File: config.mk
export PLATFORM = sky130hd
export DESIGN_NAME = wdt_top
export DESIGN_NICKNAME = d
export VERILOG_FILES = /design/src/verilog/wdt_pkg.sv /design/src/verilog/wdt_osc_tick.sv /design/src/verilog/wdt_top.sv
export SDC_FILE = /design/constraint.sdc
export NUM_CORES = 1
export LEC_CHECK = 0
export BUFFER_PORTS_ARGS = -buffer_cell sky130_fd_sc_hd__buf_2
export CAP_MARGIN = 20
export CELL_PAD_IN_SITES_DETAIL_PLACEMENT = 1
export CELL_PAD_IN_SITES_GLOBAL_PLACEMENT = 2
export CORE_MARGIN = 2
export CORE_UTILIZATION = 29
export DETAILED_ROUTE_END_ITERATION = 8
export PLACE_DENSITY_LB_ADDON = 0.1
export SYNTH_ARGS = -nofsm -noshare
export SYNTH_HDL_FRONTEND = slang
export SYNTH_SLANG_ARGS = --single-unit
File: constraint.sdc
create_clock -name pclk -period 2.62 [get_ports pclk]
set_input_delay 0.262 -clock pclk [delete_from_list [all_inputs] [get_ports pclk]]
set_output_delay 0.262 -clock pclk [all_outputs]
set_load 0.05 [all_outputs]
File: src/verilog/wdt_pkg.sv
// Package holding offsets, field positions, reset values and counts for the
// watchdog with its reset-cause status register.
// Assumes a single 250 MHz register clock and APB access with 32-bit data.
//
// Overview of operation
// - Watchdog reset sets status bit 3; power-on or written zero clears it.
// - Brown-out reset sets status bit 2; power-on or written zero clears it.
// - External reset sets status bit 1; power-on or written zero clears it.
// - Power-on sets status bit 0; only a written zero clears it.
// - Counter advances on a 128 kHz tick independent of the CPU clock.
// - Counter clears on clear instruction, when disabled, and on chip reset.
// - Elapsed period in reset mode resets the chip.
// - Enable and interrupt enable select stopped, interrupt or reset mode.
// - Fuse selects safety level one or two with their own policies.
// - Interrupt-mode time-out sets bit 7; vector or written one clears it.
// - Interrupt is taken only with global and watchdog enables both set.
// - With enable set, a time-out clears interrupt enable at bit 6.
// - Change enable at bit 4 self-clears four cycles after being set.
// - Enable at bit 3 clears only inside the change window.
// - Period select changes only inside the change window.
// - Level two never disables the watchdog.
// - Level one forces enable while the watchdog reset flag is set.
// - Period code on bits 5,2,1,0 selects 2048 doubling to 1048576 ticks.
// - A watchdog time-out reset is a one-cycle internal reset pulse.
// - Level one enables the watchdog by a plain write of one.
// - Level two period change: open window, then one write of the period.

package wdt_pkg;

   localparam logic [11:0] ADDR_STATUS  = 12'h000;
   localparam logic [11:0] ADDR_CONTROL = 12'h004;

   localparam int BIT_WATCHDOG_RESET_FLAG  = 3;
   localparam int BIT_BROWNOUT_RESET_FLAG  = 2;
   localparam int BIT_EXTERNAL_PIN_RESET_FLAG = 1;
   localparam int BIT_POWER_ON_RESET_FLAG  = 0;

   localparam int BIT_IFLAG = 7;
   localparam int BIT_IEN   = 6;
   localparam int BIT_PSEL3 = 5;
   localparam int BIT_CWIN  = 4;
   localparam int BIT_EN    = 3;
   localparam int BIT_PSEL2 = 2;
   localparam int BIT_PSEL1 = 1;
   localparam int BIT_PSEL0 = 0;

   localparam logic [3:0] STATUS_RESET  = 4'h1;
   localparam logic [3:0] PERIOD_RESET  = 4'h0;
   localparam logic [3:0] PERIOD_MAXSEL = 4'h9;

   localparam int CLK_HZ       = 250000000;
   localparam int OSC_HZ       = 128000;
   localparam int OSC_DIV      = CLK_HZ / OSC_HZ;
   localparam int BASE_TICKS   = 2048;
   localparam int WINDOW_CYCLES = 4;
   localparam logic [2:0] WINDOW_LOAD = 3'(WINDOW_CYCLES);

endpackage : wdt_pkg

File: src/verilog/wdt_osc_tick.sv
// Divider that stands in for the dedicated watchdog oscillator.
// Assumes pclk runs continuously; emits a one-cycle enable at the tick rate.
`timescale 1ns/1ps
`default_nettype none

module wdt_osc_tick #(
   parameter int DIV = wdt_pkg::OSC_DIV
) (
   input  wire logic pclk,
   input  wire logic presetn,
   output logic      tick
);

   localparam int CW = $clog2(DIV + 1);
   localparam logic [CW-1:0] LAST = CW'(DIV - 1);

   logic [CW-1:0] div_r;

   // The tick ignores the CPU workload, so the watchdog period is fixed.
   always_ff @(posedge pclk or negedge presetn)
   begin
      if (!presetn)
      begin
         div_r <= '0;
         tick  <= 1'b0;
      end
      else if (div_r == LAST)
      begin
         div_r <= '0;
         tick  <= 1'b1;
      end
      else
      begin
         div_r <= div_r + CW'(1);
         tick  <= 1'b0;
      end
   end

endmodule : wdt_osc_tick

`default_nettype wire

File: src/verilog/wdt_top.sv
// Watchdog timer with its control register and the reset-cause status
// register, reached over APB.
// Assumes presetn is the power-on reset; other reset sources arrive as
// one-cycle event pulses synchronous to pclk.
//
// The register addresses and the APB register port were left to the implementer.
`timescale 1ns/1ps
`default_nettype none

module wdt_top #(
   parameter int OSC_DIV    = wdt_pkg::OSC_DIV,
   parameter int BASE_TICKS = wdt_pkg::BASE_TICKS,
   parameter int CNT_W      = 21
) (
   input  wire logic        pclk,
   input  wire logic        presetn,
   input  wire logic        psel,
   input  wire logic        penable,
   input  wire logic        pwrite,
   input  wire logic [11:0] paddr,
   input  wire logic [31:0] pwdata,
   output logic      [31:0] prdata,
   output logic             pready,
   output logic             pslverr,
   input  wire logic        safety_level_fuse,
   input  wire logic        watchdog_clear_instruction,
   input  wire logic        brownout_reset_event,
   input  wire logic        external_reset_event,
   input  wire logic        global_irq_enable,
   input  wire logic        irq_vector_taken,
   output logic             timeout_irq,
   output logic             watchdog_reset_pulse
);

   logic             osc_tick;
   logic             setup_phase;
   logic             wr_en;
   logic             wr_status;
   logic             wr_control;
   logic             addr_hit;
   logic             chip_reset;
   logic             level2;
   logic             window_open;
   logic             open_write;
   logic             change_write;
   logic             en_eff;
   logic             running;
   logic             timeout;
   logic [3:0]       sel_eff;
   logic [CNT_W-1:0] limit;
   logic [7:0]       status_rd;
   logic [7:0]       control_rd;
   logic [3:0]       wr_period;

   logic             watchdog_reset_flag_r;
   logic             brownout_reset_flag_r;
   logic             external_pin_reset_flag_r;
   logic             power_on_reset_flag_r;
   logic             iflag_r;
   logic             ien_r;
   logic             en_r;
   logic [3:0]       period_r;
   logic [2:0]       win_cnt_r;
   logic [CNT_W-1:0] cnt_r;

   wdt_osc_tick #(
      .DIV     (OSC_DIV)
   ) u_osc (
      .pclk    (pclk),
      .presetn (presetn),
      .tick    (osc_tick)
   );

   assign setup_phase = psel & ~penable;
   assign wr_en       = psel & penable & pready & pwrite;
   assign wr_status   = wr_en & (paddr == wdt_pkg::ADDR_STATUS);
   assign wr_control  = wr_en & (paddr == wdt_pkg::ADDR_CONTROL);
   assign addr_hit    = (paddr == wdt_pkg::ADDR_STATUS) |
                        (paddr == wdt_pkg::ADDR_CONTROL);

   assign level2      = safety_level_fuse;
   assign window_open = (win_cnt_r != 3'h0);
   assign wr_period   = {pwdata[wdt_pkg::BIT_PSEL3], pwdata[wdt_pkg::BIT_PSEL2],
                         pwdata[wdt_pkg::BIT_PSEL1], pwdata[wdt_pkg::BIT_PSEL0]};

   // Opening the window takes change enable and enable written as ones.
   assign open_write   = wr_control & pwdata[wdt_pkg::BIT_CWIN] &
                         pwdata[wdt_pkg::BIT_EN];
   assign change_write = wr_control & window_open & ~open_write;

   // The own watchdog pulse is a chip reset one cycle after the time-out.
   assign chip_reset = watchdog_reset_pulse | brownout_reset_event |
                       external_reset_event;

   // Level two reads enable as one; level one lets the flag hold it set.
   assign en_eff  = level2 | en_r | watchdog_reset_flag_r;
   assign running = en_eff | ien_r;

   // Reserved codes fall back to the longest period.
   assign sel_eff = (period_r > wdt_pkg::PERIOD_MAXSEL) ?
                    wdt_pkg::PERIOD_MAXSEL : period_r;
   assign limit   = CNT_W'(BASE_TICKS) << sel_eff;

   // A clear in the final tick's cycle wins, so no time-out slips past it.
   assign timeout = running & osc_tick & ~watchdog_clear_instruction &
                    (cnt_r == limit - CNT_W'(1));

   assign status_rd  = {4'h0, watchdog_reset_flag_r, brownout_reset_flag_r, external_pin_reset_flag_r, power_on_reset_flag_r};
   assign control_rd = {iflag_r, ien_r, period_r[3], window_open, en_eff,
                        period_r[2:0]};

   always_ff @(posedge pclk or negedge presetn)
   begin
      if (!presetn)
      begin
         pready  <= 1'b0;
         pslverr <= 1'b0;
         prdata  <= 32'h0000_0000;
      end
      else
      begin
         pready  <= setup_phase;
         pslverr <= setup_phase & ~addr_hit;
         if (setup_phase & ~pwrite & (paddr == wdt_pkg::ADDR_STATUS))
         begin
            prdata <= {24'h00_0000, status_rd};
         end
         else if (setup_phase & ~pwrite & (paddr == wdt_pkg::ADDR_CONTROL))
         begin
            prdata <= {24'h00_0000, control_rd};
         end
         else if (setup_phase)
         begin
            prdata <= 32'h0000_0000;
         end
      end
   end

   // Reset-cause flags: a new event wins over a write of zero.
   always_ff @(posedge pclk or negedge presetn)
   begin
      if (!presetn)
      begin
         watchdog_reset_flag_r  <= wdt_pkg::STATUS_RESET[wdt_pkg::BIT_WATCHDOG_RESET_FLAG];
         brownout_reset_flag_r  <= wdt_pkg::STATUS_RESET[wdt_pkg::BIT_BROWNOUT_RESET_FLAG];
         external_pin_reset_flag_r <= wdt_pkg::STATUS_RESET[wdt_pkg::BIT_EXTERNAL_PIN_RESET_FLAG];
         power_on_reset_flag_r  <= wdt_pkg::STATUS_RESET[wdt_pkg::BIT_POWER_ON_RESET_FLAG];
      end
      else
      begin
         if (watchdog_reset_pulse)
         begin
            watchdog_reset_flag_r <= 1'b1;
         end
         else if (wr_status & ~pwdata[wdt_pkg::BIT_WATCHDOG_RESET_FLAG])
         begin
            watchdog_reset_flag_r <= 1'b0;
         end
         if (brownout_reset_event)
         begin
            brownout_reset_flag_r <= 1'b1;
         end
         else if (wr_status & ~pwdata[wdt_pkg::BIT_BROWNOUT_RESET_FLAG])
         begin
            brownout_reset_flag_r <= 1'b0;
         end
         if (external_reset_event)
         begin
            external_pin_reset_flag_r <= 1'b1;
         end
         else if (wr_status & ~pwdata[wdt_pkg::BIT_EXTERNAL_PIN_RESET_FLAG])
         begin
            external_pin_reset_flag_r <= 1'b0;
         end
         if (wr_status & ~pwdata[wdt_pkg::BIT_POWER_ON_RESET_FLAG])
         begin
            power_on_reset_flag_r <= 1'b0;
         end
      end
   end

   // Change window counter; it closes after one accepted change.
   always_ff @(posedge pclk or negedge presetn)
   begin
      if (!presetn)
      begin
         win_cnt_r <= 3'h0;
      end
      else if (chip_reset)
      begin
         win_cnt_r <= 3'h0;
      end
      else if (open_write)
      begin
         win_cnt_r <= wdt_pkg::WINDOW_LOAD;
      end
      else if (change_write)
      begin
         win_cnt_r <= 3'h0;
      end
      else if (window_open)
      begin
         win_cnt_r <= win_cnt_r - 3'h1;
      end
   end

   // Enable bit: set freely, cleared only inside the window.
   always_ff @(posedge pclk or negedge presetn)
   begin
      if (!presetn)
      begin
         en_r <= 1'b0;
      end
      else if (chip_reset)
      begin
         en_r <= 1'b0;
      end
      else if (wr_control & pwdata[wdt_pkg::BIT_EN])
      begin
         en_r <= 1'b1;
      end
      else if (change_write & ~level2)
      begin
         en_r <= 1'b0;
      end
   end

   // Period select: only the write that follows an open window lands.
   always_ff @(posedge pclk or negedge presetn)
   begin
      if (!presetn)
      begin
         period_r <= wdt_pkg::PERIOD_RESET;
      end
      else if (chip_reset)
      begin
         period_r <= wdt_pkg::PERIOD_RESET;
      end
      else if (change_write)
      begin
         period_r <= wr_period;
      end
   end

   // Interrupt enable: a time-out with enable set drops it to arm a reset.
   always_ff @(posedge pclk or negedge presetn)
   begin
      if (!presetn)
      begin
         ien_r <= 1'b0;
      end
      else if (chip_reset)
      begin
         ien_r <= 1'b0;
      end
      else if (timeout & ien_r & en_eff)
      begin
         ien_r <= 1'b0;
      end
      else if (wr_control)
      begin
         ien_r <= pwdata[wdt_pkg::BIT_IEN];
      end
   end

   // Interrupt flag: set wins over the vector and over a written one.
   always_ff @(posedge pclk or negedge presetn)
   begin
      if (!presetn)
      begin
         iflag_r <= 1'b0;
      end
      else if (chip_reset)
      begin
         iflag_r <= 1'b0;
      end
      else if (timeout & ien_r)
      begin
         iflag_r <= 1'b1;
      end
      else if (irq_vector_taken |
               (wr_control & pwdata[wdt_pkg::BIT_IFLAG]))
      begin
         iflag_r <= 1'b0;
      end
   end

   always_ff @(posedge pclk or negedge presetn)
   begin
      if (!presetn)
      begin
         timeout_irq <= 1'b0;
      end
      else
      begin
         timeout_irq <= iflag_r & ien_r & global_irq_enable & ~chip_reset
                        & ~irq_vector_taken;
      end
   end

   // The reset pulse lasts one pclk cycle; it is never raised in two
   // cycles in a row.
   always_ff @(posedge pclk or negedge presetn)
   begin
      if (!presetn)
      begin
         watchdog_reset_pulse <= 1'b0;
      end
      else
      begin
         watchdog_reset_pulse <= timeout & ~ien_r & en_eff
                                 & ~watchdog_reset_pulse;
      end
   end

   // Tick counter; a time-out restarts it from zero.
   always_ff @(posedge pclk or negedge presetn)
   begin
      if (!presetn)
      begin
         cnt_r <= '0;
      end
      else if (chip_reset | watchdog_clear_instruction | ~running)
      begin
         cnt_r <= '0;
      end
      else if (timeout)
      begin
         cnt_r <= '0;
      end
      else if (osc_tick)
      begin
         cnt_r <= cnt_r + CNT_W'(1);
      end
   end

endmodule : wdt_top

`default_nettype wire
Word-level counts from Yosys, hierarchy flattened
Cells that the tools add are included.
{"block": "classes", "addsub": 4, "magnitude_cmp": 1, "eq_ne": 3, "n_shift": 1, "mux": 30, "bitwise": 57, "reduce_logical": 12}
{"operator": "32-bit two-way mux", "n": 3}
{"operator": "21-bit two-way mux", "n": 3}
{"operator": "1-bit bitwise AND", "n": 33}
{"operator": "21-bit by 1-bit adder with 21-bit output (second input constant)", "n": 1}
{"operator": "21-bit equality test", "n": 1}
{"operator": "12-bit by 4-bit left shift with 21-bit output (first input constant)", "n": 1}
{"operator": "21-bit by 1-bit subtractor with 21-bit output (second input constant)", "n": 1}
{"operator": "3-bit nonzero test", "n": 6}
{"operator": "1-bit two-way mux", "n": 16}
{"operator": "1-bit NOT", "n": 15}
{"operator": "12-bit by 3-bit equality test with 1-bit output (second input constant)", "n": 1}
{"operator": "12-bit zero test", "n": 1}
{"operator": "3-bit two-way mux", "n": 4}
{"operator": "4-bit two-way mux", "n": 3}
{"operator": "11-bit by 1-bit adder with 11-bit output (second input constant)", "n": 1}
{"operator": "11-bit equality test (second input constant)", "n": 1}
{"operator": "11-bit two-way mux", "n": 1}
{"operator": "1-bit OR", "n": 9}
{"operator": "2-bit nonzero test", "n": 4}
{"operator": "4-bit > comparator (second input constant)", "n": 1}
{"operator": "4-bit nonzero test", "n": 1}
{"operator": "3-bit by 1-bit subtractor with 3-bit output (second input constant)", "n": 1}
{"block": "totals", "regBits": 83, "input_bits": 55, "elab_cells": 125}

Depth between registers and ports, before layout
{"block": "logic_depth", "word_depth": 12, "ltp_mapped": 9}

Cells and area by module
Synthesis repeated with hierarchy kept, for this count alone.
{"block": "hier_totals", "hier_cells": 417, "area_unflattened_um2": 3727.3}
{"mod": "wdt_top", "n_inst": 1, "cells_per_inst": 363, "area_per_inst_um2": 3150.5, "seq_area_each_um2": 1177.4}
{"mod": "wdt_osc_tick", "n_inst": 1, "cells_per_inst": 54, "area_per_inst_um2": 576.8, "seq_area_each_um2": 300.3}

Worst setup path after synthesis
Ideal clock, no wire load.
{"block": "synth_timing", "path_kind": "reg-to-reg", "start": "reg period_r[2]", "end": "reg cnt_r[16]", "setup_time_ns": 0.134, "arrival_time_ns": 2.770, "t_required_ns": 2.486, "slack_ns": -0.284, "stages_incl_launch_ff": 10, "n_path_buf": 2, "period_less_slack_ns": 2.904, "path_cell_list": "dfrtp_1 -> buf_2 -> or4b_2 -> ha_1 -> or4b_1 -> a21oi_1 -> o21ai_1 -> a2111oi_4 -> buf_4 -> nor3_1"}
{"block": "synth_between", "elab_chain_cells": 8}
{"element": "start, declared", "line": "wdt_top.sv:62", "source": "logic [3:0] period_r;"}
{"element": "start signal, assigned", "line": "wdt_top.sv:233", "source": "period_r <= wdt_pkg::PERIOD_RESET;"}
{"element": "start signal, assigned", "line": "wdt_top.sv:237", "source": "period_r <= wdt_pkg::PERIOD_RESET;"}
{"element": "start signal, assigned", "line": "wdt_top.sv:241", "source": "period_r <= wr_period;"}
{"element": "4-bit > comparator", "line": "wdt_top.sv:100", "source": "assign sel_eff = (period_r > wdt_pkg::PERIOD_MAXSEL) ?"}
{"element": "4-bit two-way mux (*)", "line": "wdt_top.sv:100"}
{"element": "12-bit by 4-bit left shift with 21-bit output (*)", "line": "wdt_top.sv:102", "source": "assign limit = CNT_W'(BASE_TICKS) << sel_eff;"}
{"element": "21-bit by 1-bit subtractor with 21-bit output (*)", "line": "wdt_top.sv:106", "source": "(cnt_r == limit - CNT_W'(1));"}
{"element": "21-bit equality test (*)", "line": "wdt_top.sv:106"}
{"element": "1-bit bitwise AND (*)", "line": "wdt_top.sv:105", "source": "assign timeout = running & osc_tick & ~watchdog_clear_instruction &"}
{"element": "21-bit two-way mux", "line": "wdt_top.sv:327", "source": "else if (timeout)"}
{"element": "21-bit two-way mux", "line": "wdt_top.sv:323", "source": "else if (chip_reset | watchdog_clear_instruction | ~running)"}
{"element": "end signal, assigned", "line": "wdt_top.sv:333", "source": "cnt_r <= cnt_r + CNT_W'(1);"}
{"element": "end, declared", "line": "wdt_top.sv:64", "source": "logic [CNT_W-1:0] cnt_r;"}
Every way passes the cells marked *; elsewhere a longest branch is shown, timed or not.
A chain may end at the register's enable or synchronous reset.

Worst setup path after layout
{"block": "layout_timing", "start": "reg period_r[2]", "end": "reg ien_r"}
{"block": "layout_between", "elab_chain_cells": 10}
{"element": "4-bit > comparator", "line": "wdt_top.sv:100"}
{"element": "4-bit two-way mux (*)", "line": "wdt_top.sv:100"}
{"element": "12-bit by 4-bit left shift with 21-bit output (*)", "line": "wdt_top.sv:102"}
{"element": "21-bit by 1-bit subtractor with 21-bit output (*)", "line": "wdt_top.sv:106"}
{"element": "21-bit equality test (*)", "line": "wdt_top.sv:106"}
{"element": "1-bit bitwise AND (*)", "line": "wdt_top.sv:105"}
{"element": "1-bit bitwise AND (*) (2 in a row)", "line": "wdt_top.sv:256", "source": "else if (timeout & ien_r & en_eff)"}
{"element": "1-bit two-way mux", "line": "wdt_top.sv:256"}
{"element": "1-bit two-way mux", "line": "wdt_top.sv:252", "source": "else if (chip_reset)"}
{"element": "end signal, assigned", "line": "wdt_top.sv:262", "source": "ien_r <= pwdata[wdt_pkg::BIT_IEN];"}
{"element": "end, declared", "line": "wdt_top.sv:60", "source": "logic ien_r;"}
Marks and branches as above.

==> results.md <==
* Number of flops mapped to enable cells by yosys at 0
* Yosys reg bits at 59
* HP Start: irq_vector_taken
* Vias/cell at 4.775
* Worst Path Max Fanout at 10
* Core Area at 0.01094 sq mm
* Die Ht at 110.3 um
* Failing checks: setup timing
* Seq/Total Area, Yosys at 0.4513
* CTS tree: built
* Synth Instances at 334
* Post-Syn Area at 0.003274 sq mm
* IR Drop Worst-Case VDD at 0.2751 mV
* Endpoints failing setup at 20
* CTS max path bufs at 2
* Yosys warning total at 0
* Vias in the first global route at 2523
* PwrDens at 580.6 mW/mm^2
* Hold crit path type: primary input to flip-flop
* Post-Route WL at 8226 um
* CP endpoint kind: flip-flop
* Register-to-Register Path Depth at 9
* Final period util at 1.039
* P&R area growth vs syn at 24.11%
* Most common cell after layout, fill and taps aside: dfrtp_1
* Row cnt at 38
* WHS Path Cells at 2
* Synth Area per Inst at 9.804 sq um
* Largest net degree at the start of global routing at 28
* Num Clock Sinks at 59
* CP peak stage delay at 570 ps
* Max-cap violations at 0
* Post-synth ARST share at 1.000
* Drt wl/cell at 15.32 um
* Outcome: finished with violations
* Final setup skew at 7.710 ps
* Drt initial violations at 113
* Iteration count of the initial detailed-routing pass at 4
* Hold EP: timeout_irq
* Fin Setup TNS at -1860 ps
* Worst-path cell chain: or4_4 > ha_4 > or4b_4 > a21oi_4 > o21ai_2 > a2111oi_4 > buf_6 > buf_12 > a31oi_1
* CTS Buf Count at 9
* Ys flop type: dfrtp_1
* Max Transition Viols Final at 0
* Vias at 2564
* Fin. Hold Viols at 0
* Root buf cell: clkbuf_16
* Worst-margin pin slew at 797.9 ps
* Setup crit start kind: flip-flop
* Final #Nets at 453
* Max_slew headroom at 0.4680
* DP HPWL at 5934 um
* DRC viols at 0
* Fmax at 0.3673 GHz
* Initial antenna violation count at 0
* Reg clk slew, reported paths at 50 ps
* Antenna diodes at 0
* ANT nets after route at 0
* H-tree Lvls at 3
* Worst-skew pair later-pin latency at 330 ps
* Grt ovf at 0
* Final worst slack at -102.8 ps
* Slowest CP cell: or4_4
* Leakage at 1.832 nW
* FF-to-FF Start: period_r[2]
* Io pins at 91
* First-pass GRT wire length at 13410 um
* I/O Buffers at 42
* Reg2reg end: ien_r
* RSZ-0062 raised after global routing: yes
* Critical path required time at 2810 ps
* Setup slack, reg-to-reg at -100 ps
* Placer Congestion at 0.7402
* Tmin final at 2723 ps
* Hold Worst Slack at 122.0 ps
* Arrival @ worst endpoint at 2920 ps
* Commonest cells after routing, fill and taps aside: dfrtp_1, buf_2, conb_1
* Die width at 110.3 um
* Die area at 0.01216 sq mm
* Tot GR Track Use at 0.1448
* Layout cells sized above 1 at 0.2368
* Post-synth cell types at 50
* Initial Util at 0.2994
* Critical setup path kind: flip-flop to flip-flop
==> power by group <==
part	internal [W]	leakage [nW]	switching (W)
logic	0.0000278	0.879	0.000128
clock network	0.000882	0.159	0.000407
registers	0.000914	0.794	0.000000586
==> flip-flops by register name, indices dropped and copies added, names as in the netlist <==
name and cells:
ien_r 1, iflag_r 1, win_cnt_r 3, period_r 4, timeout_irq 1, pready 1, en_r 1, cnt_r 21
external_pin_reset_flag_r 1, watchdog_reset_flag_r 1, pslverr 1, brownout_reset_flag_r 1, u_osc.div_r 11, watchdog_reset_pulse 1, prdata 8, u_osc.tick 1
power_on_reset_flag_r 1
==> stage by stage <==
stage          instance area [sq um]  power (W)  worst slack (ps)  std cells    util
6_report                        4064   0.002360            -102.8        537  0.3716
5_1_grt                         4064   0.002452            -228.9        537  0.3716
4_1_cts                         4053   0.002405            -134.1        536  0.3706
3_5_place_dp                    3657   0.001087            -128.2        517  0.3344
3_3_place_gp                    3657   0.001087            -123.0        517  0.3344
2_1_floorplan                   3398   0.001058            -116.5        357       -
==> critical path: cells and delay by family (launching register included) <==
kind,cells,cell delay (ps)
buf+inv,2,310
fa+ha+maj,1,180
flops,1,400
compound gates,4,650
simple gates,2,1060
==> synthesized netlist by cell type, types with 4 or more instances <==
cell       n  area (sq um)
nand4_1    8         50.05
o21a_1     4         30.03
o21ai_0   10         50.05
clkbuf_1   9         33.78
nor3_1    23         115.1
and3_1    11         68.82
nor2_1    20         75.07
xnor2_1   11         96.34
mux2i_1    9         90.09
nand2b_1   4         25.02
a21oi_1    7         35.03
xor2_1    18         157.7
o211ai_1   4         30.03
or3_1     13         81.33
inv_1      9         33.78
nand2_1   20         75.07
nor2b_1    4         25.02
nand3_1   12         60.06
nor4_1     5         31.28
buf_4     26         195.2
ha_1       6         75.07
a211oi_1   6         45.04
dfrtp_1   58          1451
==> cells by family after synthesis <==
kind of cell	share of synthesized area
simple gates	0.2285
flops	0.4513
buf+inv	0.08979
compound gates	0.1013
xor+xnor	0.07757
mux	0.02751
fa+ha+maj	0.02293
other cells	0.001145
==> routing by layer <==
metal / GRT usage / routed length, um / vias up
met5: 0 / 0 / -
met4: 0.04821 / 78 / 0
met3: 0.03410 / 260 / 6
met2: 0.2305 / 3962 / 38
met1: 0.1938 / 3924 / 1271
li1: - / - / 1249
==> area by class of cell <==
cell class,instances,area (sq um)
clock buffer,12,256.5
fill,1256,6872
clock inverter,4,72.57
inverter,9,33.78
tap,140,175.2
multi-input combinational,249,1634
sequential,59,1478
timing repair buffer,64,414.1
==> worst max-delay path by stage <==
stage / slack, ps / to / cells after the start / start
final: -100 / ien_r / 9 / period_r[2]
after global routing: -230 / cnt_r[0] / 9 / period_r[2]
after CTS: -130 / cnt_r[9] / 9 / period_r[2]
after detailed placement: -130 / cnt_r[3] / 8 / period_r[3]
after global placement: -120 / ien_r / 8 / period_r[3]
after floorplan: -120 / cnt_r[16] / 9 / period_r[2]
==> repair_timing <==
action,in CTS,in global routing
endpoints found under the hold margin,8,0
setup buffers,1,1
pin swaps,4,0
hold buffers,1,0
endpoints found under the setup margin,20,20
cloned,1,0
resized for setup,5,1
Power figures use the tool's default switching activity.
